[src/verilog/tbt_consts.svh]
// Register offsets, field positions, reset values and the broadcast option code of the trigger broadcast block.
`ifndef TBT_CONSTS_SVH
`define TBT_CONSTS_SVH
`define TBT_OFF_BCAST 12'h000
`define TBT_OFF_T0LIM 12'h004
`define TBT_OFF_T1LIM 12'h008
`define TBT_OFF_CTRL 12'h00c
`define TBT_OFF_STEP 12'h010
`define TBT_OFF_STAT 12'h014
`define TBT_RST_BCAST 16'h0000
`define TBT_RST_T0LIM 16'h0000
`define TBT_RST_T1LIM 16'h0000
`define TBT_RST_CTRL 16'h0000
`define TBT_CTRL_EN_BIT 0
`define TBT_CTRL_START_BIT 1
`define TBT_CTRL_TOGGLE_BIT 2
`define TBT_CTRL_PWD_LSB 4
`define TBT_BCAST_ADC_LSB 12
`define TBT_BCAST_ICS_LSB 8
`define TBT_BCAST_OCC_LSB 4
`define TBT_BCAST_OCS_LSB 0
`define TBT_OPT_BROADCAST 4'hf
`endif

[src/verilog/tbt_pkg.sv]
// Types shared by the trigger broadcast block.
package tbt_pkg;
  typedef enum logic [1:0] {
    STEP_CONTROL,
    STEP_TRIGGER,
    STEP_WAIT_T0,
    STEP_WAIT_T1
  } tbt_step_e;
  typedef struct packed {
    logic [3:0] adc_trig;
    logic [3:0] cap_sync;
    logic [3:0] cmp_clk;
    logic [3:0] cmp_sync;
  } tbt_bcast_s;
  typedef enum logic [1:0] {
    ST_IDLE,
    ST_WAIT
  } tbt_state_e;
endpackage : tbt_pkg

[src/verilog/tbt_top.sv]
// Broadcast trigger enable, timer limits and the output pulse logic behind an APB slave.
// Functional notes
// Broadcast bits 15..12 gate the four ADC sample-trigger outputs.
// Broadcast bits 11..8 gate sync pulses to capture units 4..1.
// Broadcast bits 7..4 gate clock pulses to compare units 4..1.
// Broadcast bits 3..0 gate sync pulses to compare units 4..1.
// Broadcast register is used only by the control step with option 1111.
// While enabled and started, broadcast and limit registers ignore writes.
// Timer 0 limit holds 16 bits, used only by the wait-timer-0 step.
// Timer 1 limit holds 16 bits, used only by the wait-timer-1 step.
// Pulse mode outputs last width field plus one clock cycles.
// Toggle mode inverts outputs on each trigger step.
// All enabled broadcast outputs start in the same clock cycle.
// Broadcast and both limit registers reset to zero.
`timescale 1ns/1ps
`include "tbt_consts.svh"
module tbt_top #(
  parameter int NUM_OUT = 16
) (
  // Clock, reset, enable
  input wire logic CLK_SYS,
  input wire logic RSTN,
  input wire logic CE,
  // APB slave
  input wire logic PSEL,
  input wire logic PENABLE,
  input wire logic PWRITE,
  input wire logic [11:0] PADDR,
  input wire logic [31:0] PWDATA,
  output logic [31:0] PRDATA,
  output logic PREADY,
  output logic PSLVERR,
  // Trigger outputs
  output logic [NUM_OUT-1:0] TRIG_OUT,
  output logic WAIT_DONE
);
  if (NUM_OUT != 16) begin : g_bad_num_out
    $error("tbt_top serves exactly 16 broadcast outputs");
  end

  logic [15:0] bcast_ff;
  logic [15:0] t0lim_ff;
  logic [15:0] t1lim_ff;
  logic [15:0] ctrl_ff;
  logic [15:0] timer_ff;
  logic [15:0] wait_lim_ff;
  tbt_pkg::tbt_state_e state_ff;
  logic step_go;
  logic [1:0] step_kind;
  logic [3:0] step_opt;
  logic locked;
  logic wr_en;
  logic rd_en;
  logic bcast_fire;
  logic trig_fire;
  logic [NUM_OUT-1:0] fire_vec;
  logic [15:0] rd_mux;
  logic addr_ok;
  tbt_pkg::tbt_bcast_s bcast_view;

  assign locked = ctrl_ff[`TBT_CTRL_EN_BIT] & ctrl_ff[`TBT_CTRL_START_BIT];
  // Writes land on the edge where the master sees PREADY, never one edge before it.
  assign wr_en = PSEL & PENABLE & PWRITE & PREADY & CE;
  assign rd_en = PSEL & PENABLE & ~PWRITE & ~PREADY & CE;
  // Step issue is a write to the step port; a step is taken only while running.
  assign step_go = wr_en && PADDR == `TBT_OFF_STEP && locked && state_ff == tbt_pkg::ST_IDLE;
  assign step_kind = PWDATA[5:4];
  assign step_opt = PWDATA[3:0];
  assign bcast_view = tbt_pkg::tbt_bcast_s'(bcast_ff);

  // option decode
  assign bcast_fire = step_go && step_kind == 2'(tbt_pkg::STEP_CONTROL)
                      && step_opt == `TBT_OPT_BROADCAST;
  assign trig_fire = step_go && step_kind == 2'(tbt_pkg::STEP_TRIGGER);

  // per-output gating
  assign fire_vec = bcast_fire ? {bcast_view.adc_trig, bcast_view.cap_sync,
                                  bcast_view.cmp_clk, bcast_view.cmp_sync}
                  : (trig_fire ? (16'h0001 << step_opt) : 16'h0000);

  // common fire strobe, R9 R10 shaping
  genvar gi;
  generate
    for (gi = 0; gi < NUM_OUT; gi++) begin : g_out
      tbt_pulse u_pulse (
        .clk(CLK_SYS),
        .rst_n(RSTN),
        .ce(CE),
        .fire(fire_vec[gi]),
        .toggle_mode(ctrl_ff[`TBT_CTRL_TOGGLE_BIT]),
        .width(ctrl_ff[`TBT_CTRL_PWD_LSB +: 4]),
        .out(TRIG_OUT[gi])
      );
    end
  endgenerate

  // reset values, R6 write lock
  always_ff @(posedge CLK_SYS or negedge RSTN) begin
    if (!RSTN) begin
      bcast_ff <= `TBT_RST_BCAST;
      t0lim_ff <= `TBT_RST_T0LIM;
      t1lim_ff <= `TBT_RST_T1LIM;
    end else if (wr_en && !locked) begin
      if (PADDR == `TBT_OFF_BCAST) bcast_ff <= PWDATA[15:0];
      if (PADDR == `TBT_OFF_T0LIM) t0lim_ff <= PWDATA[15:0];
      if (PADDR == `TBT_OFF_T1LIM) t1lim_ff <= PWDATA[15:0];
    end
  end

  always_ff @(posedge CLK_SYS or negedge RSTN) begin
    if (!RSTN) begin
      ctrl_ff <= `TBT_RST_CTRL;
    end else if (wr_en && PADDR == `TBT_OFF_CTRL) begin
      ctrl_ff <= {8'h00, PWDATA[7:4], 1'b0, PWDATA[2:0]};
    end
  end

  // limits consulted only by the matching wait step
  always_ff @(posedge CLK_SYS or negedge RSTN) begin
    if (!RSTN) begin
      state_ff <= tbt_pkg::ST_IDLE;
      timer_ff <= 16'h0000;
      wait_lim_ff <= 16'h0000;
      WAIT_DONE <= 1'b0;
    end else if (CE) begin
      WAIT_DONE <= 1'b0;
      case (state_ff)
        tbt_pkg::ST_IDLE: begin
          if (step_go && step_kind == 2'(tbt_pkg::STEP_WAIT_T0)) begin
            wait_lim_ff <= t0lim_ff;
            timer_ff <= 16'h0000;
            state_ff <= tbt_pkg::ST_WAIT;
          end else if (step_go && step_kind == 2'(tbt_pkg::STEP_WAIT_T1)) begin
            wait_lim_ff <= t1lim_ff;
            timer_ff <= 16'h0000;
            state_ff <= tbt_pkg::ST_WAIT;
          end
        end
        tbt_pkg::ST_WAIT: begin
          if (!locked) begin
            state_ff <= tbt_pkg::ST_IDLE;
          end else if (timer_ff == wait_lim_ff) begin
            WAIT_DONE <= 1'b1;
            state_ff <= tbt_pkg::ST_IDLE;
          end else begin
            timer_ff <= timer_ff + 16'h0001;
          end
        end
        default: state_ff <= tbt_pkg::ST_IDLE;
      endcase
    end
  end

  always_comb begin
    addr_ok = 1'b1;
    rd_mux = 16'h0000;
    case (PADDR)
      `TBT_OFF_BCAST: rd_mux = bcast_ff;
      `TBT_OFF_T0LIM: rd_mux = t0lim_ff;
      `TBT_OFF_T1LIM: rd_mux = t1lim_ff;
      `TBT_OFF_CTRL: rd_mux = ctrl_ff;
      `TBT_OFF_STEP: rd_mux = 16'h0000;
      `TBT_OFF_STAT: rd_mux = {14'h0000, locked, state_ff == tbt_pkg::ST_WAIT};
      default: addr_ok = 1'b0;
    endcase
  end

  // APB answers one cycle into the access phase.
  always_ff @(posedge CLK_SYS or negedge RSTN) begin
    if (!RSTN) begin
      PREADY <= 1'b0;
      PSLVERR <= 1'b0;
      PRDATA <= 32'h00000000;
    end else if (CE) begin
      PREADY <= PSEL & PENABLE & ~PREADY;
      PSLVERR <= PSEL & PENABLE & ~PREADY & ~addr_ok;
      if (rd_en) PRDATA <= {16'h0000, rd_mux};
    end
  end

  // write lock
  property p_lock_bcast;
    @(posedge CLK_SYS) disable iff (!RSTN)
      (locked && PSEL && PENABLE && PWRITE) |=> $stable(bcast_ff);
  endproperty
  a_lock_bcast: assert property (p_lock_bcast) else $error("broadcast changed while locked");

  property p_lock_t0;
    @(posedge CLK_SYS) disable iff (!RSTN)
      locked |=> $stable(t0lim_ff);
  endproperty
  a_lock_t0: assert property (p_lock_t0) else $error("timer0 limit changed while locked");

  property p_lock_t1;
    @(posedge CLK_SYS) disable iff (!RSTN)
      locked |=> $stable(t1lim_ff);
  endproperty
  a_lock_t1: assert property (p_lock_t1) else $error("timer1 limit changed while locked");

  property p_bcast_out;
    @(posedge CLK_SYS) disable iff (!RSTN)
      (CE && bcast_fire && !ctrl_ff[`TBT_CTRL_TOGGLE_BIT]) |=> ((TRIG_OUT & bcast_ff) == bcast_ff);
  endproperty
  a_bcast_out: assert property (p_bcast_out) else $error("enabled output not raised");

  property p_bcast_mask;
    @(posedge CLK_SYS) disable iff (!RSTN)
      (CE && bcast_fire && !ctrl_ff[`TBT_CTRL_TOGGLE_BIT] && ($past(TRIG_OUT) == 16'h0000))
      |=> ((TRIG_OUT & ~bcast_ff) == 16'h0000);
  endproperty
  a_bcast_mask: assert property (p_bcast_mask) else $error("disabled output raised");

  property p_only_opt;
    @(posedge CLK_SYS) disable iff (!RSTN)
      (CE && step_go && step_kind == 2'(tbt_pkg::STEP_CONTROL) && step_opt != `TBT_OPT_BROADCAST)
      |=> ((TRIG_OUT & ~$past(TRIG_OUT)) == 16'h0000);
  endproperty
  a_only_opt: assert property (p_only_opt) else $error("broadcast on wrong option");

  property p_width0;
    @(posedge CLK_SYS) disable iff (!RSTN)
      (CE && bcast_fire && bcast_ff[0] && ctrl_ff[7:4] == 4'h0 && !ctrl_ff[2])
      ##1 (CE && !fire_vec[0] && $stable(ctrl_ff)) |=> !TRIG_OUT[0];
  endproperty
  a_width0: assert property (p_width0) else $error("one-cycle pulse too long");

  property p_toggle;
    @(posedge CLK_SYS) disable iff (!RSTN)
      (CE && trig_fire && ctrl_ff[2]) |=> (TRIG_OUT[$past(step_opt)] != $past(TRIG_OUT[step_opt]));
  endproperty
  a_toggle: assert property (p_toggle) else $error("toggle did not invert");

  // ADC group gating
  property p_adc_group;
    @(posedge CLK_SYS) disable iff (!RSTN)
      (CE && bcast_fire && !ctrl_ff[`TBT_CTRL_TOGGLE_BIT]
       && TRIG_OUT[`TBT_BCAST_ADC_LSB +: 4] == 4'h0)
      |=> (TRIG_OUT[`TBT_BCAST_ADC_LSB +: 4] == bcast_ff[`TBT_BCAST_ADC_LSB +: 4]);
  endproperty
  a_adc_group: assert property (p_adc_group) else $error("ADC trigger group wrong");

  // capture sync gating
  property p_cap_group;
    @(posedge CLK_SYS) disable iff (!RSTN)
      (CE && bcast_fire && !ctrl_ff[`TBT_CTRL_TOGGLE_BIT]
       && TRIG_OUT[`TBT_BCAST_ICS_LSB +: 4] == 4'h0)
      |=> (TRIG_OUT[`TBT_BCAST_ICS_LSB +: 4] == bcast_ff[`TBT_BCAST_ICS_LSB +: 4]);
  endproperty
  a_cap_group: assert property (p_cap_group) else $error("capture sync group wrong");

  // compare clock gating
  property p_cmp_clk_group;
    @(posedge CLK_SYS) disable iff (!RSTN)
      (CE && bcast_fire && !ctrl_ff[`TBT_CTRL_TOGGLE_BIT]
       && TRIG_OUT[`TBT_BCAST_OCC_LSB +: 4] == 4'h0)
      |=> (TRIG_OUT[`TBT_BCAST_OCC_LSB +: 4] == bcast_ff[`TBT_BCAST_OCC_LSB +: 4]);
  endproperty
  a_cmp_clk_group: assert property (p_cmp_clk_group) else $error("compare clock group wrong");

  // compare sync gating
  property p_cmp_sync_group;
    @(posedge CLK_SYS) disable iff (!RSTN)
      (CE && bcast_fire && !ctrl_ff[`TBT_CTRL_TOGGLE_BIT]
       && TRIG_OUT[`TBT_BCAST_OCS_LSB +: 4] == 4'h0)
      |=> (TRIG_OUT[`TBT_BCAST_OCS_LSB +: 4] == bcast_ff[`TBT_BCAST_OCS_LSB +: 4]);
  endproperty
  a_cmp_sync_group: assert property (p_cmp_sync_group) else $error("compare sync group wrong");

  // registers cleared
  property p_rst_regs;
    @(posedge CLK_SYS)
      !RSTN |=> (bcast_ff == `TBT_RST_BCAST && t0lim_ff == `TBT_RST_T0LIM
                 && t1lim_ff == `TBT_RST_T1LIM);
  endproperty
  a_rst_regs: assert property (p_rst_regs) else $error("register not cleared by reset");

  // outputs quiet
  property p_rst_out;
    @(posedge CLK_SYS)
      !RSTN |=> (TRIG_OUT == 16'h0000 && !WAIT_DONE);
  endproperty
  a_rst_out: assert property (p_rst_out) else $error("output active after reset");

  // timer 0 limit
  property p_wait_t0;
    @(posedge CLK_SYS) disable iff (!RSTN)
      (CE && step_go && step_kind == 2'(tbt_pkg::STEP_WAIT_T0)) |=> (wait_lim_ff == $past(t0lim_ff));
  endproperty
  a_wait_t0: assert property (p_wait_t0) else $error("wait step 0 took wrong limit");

  // timer 1 limit
  property p_wait_t1;
    @(posedge CLK_SYS) disable iff (!RSTN)
      (CE && step_go && step_kind == 2'(tbt_pkg::STEP_WAIT_T1)) |=> (wait_lim_ff == $past(t1lim_ff));
  endproperty
  a_wait_t1: assert property (p_wait_t1) else $error("wait step 1 took wrong limit");

  // broadcast toggle
  property p_toggle_bcast;
    @(posedge CLK_SYS) disable iff (!RSTN)
      (CE && bcast_fire && ctrl_ff[`TBT_CTRL_TOGGLE_BIT])
      |=> ((TRIG_OUT ^ $past(TRIG_OUT)) == $past(bcast_ff));
  endproperty
  a_toggle_bcast: assert property (p_toggle_bcast) else $error("broadcast toggle wrong");

  // The status and bus strobes stand for exactly one cycle.
  property p_done_pulse;
    @(posedge CLK_SYS) disable iff (!RSTN)
      (WAIT_DONE && CE) |=> !WAIT_DONE;
  endproperty
  a_done_pulse: assert property (p_done_pulse) else $error("wait done longer than one cycle");

  property p_ready_pulse;
    @(posedge CLK_SYS) disable iff (!RSTN)
      (PREADY && CE) |=> !PREADY;
  endproperty
  a_ready_pulse: assert property (p_ready_pulse) else $error("ready longer than one cycle");

  property p_slverr_ready;
    @(posedge CLK_SYS) disable iff (!RSTN)
      PSLVERR |-> PREADY;
  endproperty
  a_slverr_ready: assert property (p_slverr_ready) else $error("error response without ready");

  property p_rdata_hold;
    @(posedge CLK_SYS) disable iff (!RSTN)
      !rd_en |=> $stable(PRDATA);
  endproperty
  a_rdata_hold: assert property (p_rdata_hold) else $error("read data changed without a read");
endmodule : tbt_top

[src/verilog/tbt_pulse.sv]
// One trigger output line: fixed-width pulse or toggle.
`timescale 1ns/1ps
module tbt_pulse (
  // Clock and reset
  input wire logic clk,
  input wire logic rst_n,
  input wire logic ce,
  // Control
  input wire logic fire,
  input wire logic toggle_mode,
  input wire logic [3:0] width,
  // Output
  output logic out
);
  logic [3:0] cnt_ff;
  logic active_ff;
  always_ff @(posedge clk or negedge rst_n) begin
    if (!rst_n) begin
      out <= 1'b0;
      cnt_ff <= 4'h0;
      active_ff <= 1'b0;
    end else if (ce) begin
      if (fire && toggle_mode) begin
        out <= ~out;
        active_ff <= 1'b0;
      end else if (fire) begin
        out <= 1'b1;
        cnt_ff <= width;
        active_ff <= 1'b1;
      end else if (active_ff && cnt_ff != 4'h0) begin
        cnt_ff <= cnt_ff - 4'h1;
      end else if (active_ff) begin
        out <= 1'b0;
        active_ff <= 1'b0;
      end
    end
  end
endmodule : tbt_pulse

[config.mk]
export PLATFORM = sky130hd
export DESIGN_NAME = tbt_top
export DESIGN_NICKNAME = d
export VERILOG_FILES = /design/src/verilog/tbt_pkg.sv /design/src/verilog/tbt_top.sv /design/src/verilog/tbt_pulse.sv
export VERILOG_INCLUDE_DIRS = /design/src /design/src/verilog
export SDC_FILE = /design/constraint.sdc
export NUM_CORES = 1
export LEC_CHECK = 0
export BUFFER_PORTS_ARGS = -buffer_cell sky130_fd_sc_hd__buf_2
export CAP_MARGIN = 40
export CORE_UTILIZATION = 53
export CTS_CLUSTER_DIAMETER = 80
export DETAILED_ROUTE_END_ITERATION = 12
export PLACE_DENSITY = 0.71
export SLEW_MARGIN = 40
export SYNTH_ARGS = -nofsm -noshare
export SYNTH_HDL_FRONTEND = slang
export SYNTH_SLANG_ARGS = --single-unit
[constraint.sdc]
create_clock -name CLK_SYS -period 5.8 [get_ports CLK_SYS]
set_input_delay 0.58 -clock CLK_SYS [delete_from_list [all_inputs] [get_ports CLK_SYS]]
set_output_delay 0.58 -clock CLK_SYS [all_outputs]
set_load 0.05 [all_outputs]
Yosys cells after proc, flatten, opt, wreduce, memory -nomap -nowiden
Cells that the tools add are included.
Storage, ports and cells
  output and inout port bits: 51
  input bits: 50
  register bits after elaboration: 204
Cells by class
  $add $sub $neg: 17
  bitwise operators: 45
  multiplexer cells: 163
  reduce and logical (&&, ||, !) cells: 152
  shifts and indexed selects: 1
  eq/ne operators: 31
Operators by type and width (number)
  16-bit two-way mux: 8
  4-bit two-way mux: 32
  1-bit two-way mux: 116
  3-bit AND reduction: 34
  16-bit one-hot mux with 5 select lines: 1
  4-bit nonzero test: 16
  4-bit by 1-bit subtractor with 4-bit output (second input constant): 16
  3-bit by 2-bit != test with 1-bit output (second input constant): 16
  3-bit nonzero test: 16
  1-bit logical AND: 42
  2-bit AND reduction: 20
  2-bit nonzero test: 18
  1-bit inverter: 35
  16-bit one-hot mux with 2 select lines: 1
  12-bit by 4-bit == test with 1-bit output (second input constant): 2
  12-bit by 5-bit == test with 1-bit output (second input constant): 2
  16-bit by 1-bit adder with 16-bit output (second input constant): 1
  16-bit == test: 1
  1-bit by 4-bit left shift with 16-bit output (first input constant): 1
  12-bit by 3-bit == test with 1-bit output (second input constant): 1
  12-bit logical NOT: 1
  1-bit AND: 10
  2-bit two-way mux: 4
  6-bit OR reduction: 1
  10 further kinds: 14

Logic depth before layout (Yosys ltp)
  depth in word-level cells: 13
  mapped depth: 10
  mapped depth without buffers: 8

Modules after synthesis
A second synthesis with hierarchy kept.
Unflattened totals
  cells, all modules: 1155
  area, all modules: 11997.8 µm²
By module, submodules not included
  tbt_pulse: cells an instance 40, area an instance 395.4 µm², times used 16
  tbt_top: cells an instance 515, area an instance 5671.7 µm², times used 1

Worst setup path after synthesis
No wires, ideal clock.
  path type: input to register
  start point: input port PADDR[1]
  end point: register g_out[5].u_pulse.cnt_ff[2]
  setup time: 0.126 ns
  data required time: 5.674 ns
  setup slack: 2.822 ns
  stages on the path: 7
  arrival: 2.852 ns
  cells stage by stage: or4_1 -> buf_2 -> or3_4 -> nor4_4 -> a21oi_2 -> mux2_4 -> a221o_1
Between the ends
  word-level cells in the longest chain between the ends: 10
  elaborated cells on any way between the ends: 14
  those cells by class: eq/ne (1); mux (3); bitwise (1); reduce/logical (9)
RTL lines
  from (decl): RTL line tbt_top.sv:28  | input wire logic [11:0] PADDR,
  12-bit by 5-bit == test with 1-bit output (*)
  1-bit logical AND (no source line) (*)
  1-bit logical AND (*) (2 in series): RTL line tbt_top.sv:66  | assign step_go = wr_en && PADDR == `TBT_OFF_STEP && locked && state_ff == tbt_pkg::ST_IDLE;
  1-bit logical AND (on tied branches): RTL line tbt_top.sv:74, tbt_top.sv:72
  16-bit two-way mux / 1-bit logical AND (equally long branches)
  16-bit two-way mux (*): RTL line tbt_top.sv:77  | assign fire_vec = bcast_fire ? {bcast_view.adc_trig, bcast_view.cap_sync,
  1-bit logical AND: RTL line tbt_pulse.sv:23  | if (fire && toggle_mode) begin
  1-bit inverter (no source line)
  3-bit AND reduction (no source line)
  to (signal assigned): RTL line tbt_pulse.sv:28  | cnt_ff <= width;
  to (signal assigned): RTL line tbt_pulse.sv:31  | cnt_ff <= cnt_ff - 4'h1;
  to (decl): RTL line tbt_pulse.sv:15  | logic [3:0] cnt_ff;
Mark *: on every way between the ends. The rest lies on a longest branch, timed or not.
A chain may end at the register's enable or synchronous reset.

Worst setup path in the final report
  start point: register ctrl_ff[0]
  end point: register g_out[14].u_pulse.cnt_ff[3]
Between the ends
  word-level cells in the longest chain between the ends: 9
  elaborated cells on any way between the ends: 13
  those cells by class: mux (3); bitwise (2); reduce/logical (8)
RTL lines
  from (decl): RTL line tbt_top.sv:44  | logic [15:0] ctrl_ff;
  from (signal assigned): RTL line tbt_top.sv:112  | ctrl_ff <= `TBT_RST_CTRL;
  from (signal assigned): RTL line tbt_top.sv:114  | ctrl_ff <= {8'h00, PWDATA[7:4], 1'b0, PWDATA[2:0]};
  1-bit AND (*): RTL line tbt_top.sv:61  | assign locked = ctrl_ff[`TBT_CTRL_EN_BIT] & ctrl_ff[`TBT_CTRL_START_BIT];
  1-bit logical AND (*) (2 in series): RTL line tbt_top.sv:66
  1-bit logical AND (on tied branches): RTL line tbt_top.sv:74, tbt_top.sv:72
  16-bit two-way mux / 1-bit logical AND (equally long branches)
  16-bit two-way mux (*): RTL line tbt_top.sv:77
  1-bit logical AND: RTL line tbt_pulse.sv:23
  1-bit inverter (no source line)
  3-bit AND reduction (no source line)
  to (signal assigned): RTL line tbt_pulse.sv:28
  to (signal assigned): RTL line tbt_pulse.sv:31
  to (decl): RTL line tbt_pulse.sv:15
Marked as above.

==> flow_summary.yaml <==
run_status:
  status: "completed"
detailed_routing:
  routedWlPerCell_um: 19.5
  routed_wl_um: 29300
  routed_via_density: 6.19
  dr.first_iter.drc_count: 705
  drc: 0
  vias: 9303
  antenna_left: 0
  dr.pass1.iters: 5
worst_setup_path:
  cp-end-kind: "flip-flop"
  critical-path-slowest-cell: "nor4bb_1"
  reg2reg_depth: 7
  cp_num_buf_inv: 1
  start_kind: "flip-flop"
  crit_chain: "nor4bb_1, nand3_1, nor4_2, a22oi_1, buf_4, nand2b_1, o221a_2"
  path_class: "flip-flop to flip-flop"
  crit_cells: 7
  cp_top_family: "simple AND/OR/NAND/NOR gates"
  cp.arrival_ns: 3.88
  worstPathRequired_ns: 6.19
  cp_slowest_stage_delay_ns: 0.74
  path_max_fanout: 7
clocking:
  cts_buffers: 23
  insertion_delay_ns: 0.51
  cts-root-to-sink-buffers: 3
  clock-root-buffer: "clkbuf_16"
  post_cts_resized: 0
  cts_hold_buffers: 0
  post_cts.repair.setup_buffers: 0
  cts.sinks: 203
  path_clk_slew_ns: 0.06
  cts_tree: "yes"
  htree_levels: 1
yosys:
  synth_top_area_share_pct: 43.6
  netlist_top_cells_area: "dfrtp_1 44%, mux2_2 6.0%, mux2i_1 4.9%"
  synthMostInstantiatedCell: "dfrtp_1"
  synthTopCellsByCount: "203 x dfrtp_1, 120 x nand2_1, 68 x o21ai_0"
  synth_cell_types: 74
  yosys.area.top_type: "dfrtp_1"
  avgSynthCellArea_sq_um: 9.80
  netlist_area_sq_um: 11700
  synth-edff-count: 0
  ys_ff_latch: 203
  synthFlopType: "dfrtp_1"
  yosysWarningCount: 0
  yosysSeqAreaShare_pct: 43.6
  async_flop_share_pct: 100
  synthCells: 1189
placed_design:
  gp_congestion: 0.936
  dp_hpwl_um: 19600
  port-buffer-count: 68
finish:
  fill_cells: 1811
  drive_gt1_share_pct: 21.0
  area_delta_synth_final_pct: 9.75
  nets: 1282
timing:
  fmax_mhz: 287
  fin_skew_ns: 0.0100
  hold_violations: 0
  rsz0062_at_grt: "no"
  fin_crit_sh_pct: 60.1
  finalSetupViolations: 0
  finalSetupTns_ns: 0
  slew_headroom_pct: 43.7
  whs_ns: 0.0961
  worst_slew_pin_slew_ns: 0.843
  slew_viol_final: 0
  fin_crit_ns: 3.49
power:
  comb_power_share_pct: 8.5
  powerDensity_nw_per_um2: 248
  p_clk_share_pct: 44.5
  swShare_pct: 24.6
  internal_power_mw: 2.39
  ir_drop_uv: 291
  p_sw_mw: 0.783
  p_seq_share_pct: 47.0
  p_leak_nw: 5.93
die:
  dieHeight_um: 150
  io_pins: 101
  placementRows: 53
  start_util_pct: 54.8
  die_w_um: 150
  core_sq_um: 21300
  die_area_sq_um: 22600
grt:
  grt_overflow: 0
  antenna_found_initial: 2
  grt_max_degree: 98
  grt_pass1_wl_um: 47900
  grt_pass1_vias: 8894
  gr-usage-all-layers_pct: 27.1
flow_run:
  cap_violations: 0
worst_hold_path:
  hold_class: "input port to async pin"
kinds of logic (layout without fill, tap and decap cells):
logic type	after synthesis	after routing	share of synthesized area (%)
xor+xnor	23	23	1.73
fa+ha+maj	17	17	1.82
flops	203	203	43.6
mux	127	127	12.2
other cells	1	19	0.0322
compound gates	259	259	16.4
simple gates	396	396	17.9
buf+inv	163	185	6.44
layout make-up:
class / instances / area [sq um] / area share [%]
flip-flops and latches: 203 / 5080 / 39.7
inverters: 61 / 229 / 1.79
clock inverters: 3 / 40.0 / 0.313
multi-input cells: 838 / 5910 / 46.2
diodes: 3 / 7.51 / 0.0587
well taps: 275 / 344 / 2.69
repair buffers: 88 / 497 / 3.88
clock buffers: 33 / 683 / 5.34
worst paths after layout:
kind,start,to,slack [ns]
setup reg to reg,ctrl_ff[0],g_out[14].u_pulse.cnt_ff[3],2.31
min in group CLK_SYS,PWDATA[11],t1lim_ff[11],0.34
setup / recovery,ctrl_ff[0],g_out[14].u_pulse.cnt_ff[3],2.31
hold reg to reg,PRDATA[14],PRDATA[14],0.47
hold / removal,RSTN,PRDATA[11],0.1
max in group asynchronous,RSTN,timer_ff[2],4.59
stage by stage:
step	util (%)	cells	worst slack [ns]	instance area, sq um	power (mW)
final	60.1	1504	2.31	12800	3.18
after detailed placement	56.6	1465	1.76	12000	1.79
after global placement	56.4	1461	1.87	12000	1.78
after floorplan	-	1204	2.82	11700	1.71
after global routing	60.1	1502	2.19	12800	3.30
after CTS	60.0	1501	2.26	12800	3.21
metal layers:
metal / GRT usage [%] / routed length, um
met5: 0 / 0
met2: 41.1 / 13000
met4: 9.70 / 844
met1: 39.2 / 13500
met3: 4.52 / 1920
power groups by stage:
stage	sequential, mW	clock [mW]	combinational, mW
2_1_floorplan	1.51	0	0.199
6_report	1.49	1.41	0.271
4_1_cts	1.49	1.44	0.271
3_3_place_gp	1.52	0	0.265
5_1_grt	1.50	1.50	0.299
3_5_place_dp	1.52	0	0.272
sequential cells by signal (all words and copies together) (netlist names):
register and cells:
PSLVERR 1, WAIT_DONE 1, t0lim_ff 16, PRDATA 16, PREADY 1, t1lim_ff 16
wait_lim_ff 16, g_out.u_pulse.cnt_ff 64, state_ff 1, g_out.u_pulse.active_ff 16, timer_ff 16, g_out.u_pulse.out 16
bcast_ff 16, ctrl_ff 7
cell usage in the layout (no fill, tap or decap), drive strengths merged, types with 9 or more instances in the layout:
cell type  count
o22ai          9
o21ai         70
mux2i         57
and4           9
mux2          65
a22oi         10
xor2          18
clkbuf        33
o221a         43
o31ai          9
or3           10
nand2        120
dfrtp        203
ha            17
conb          16
a21oi         47
nor3          27
inv           61
nand3         58
nand2b        24
nor2          50
buf           88
nor4          30
nand4         32
Power figures use the tool's default switching activity.
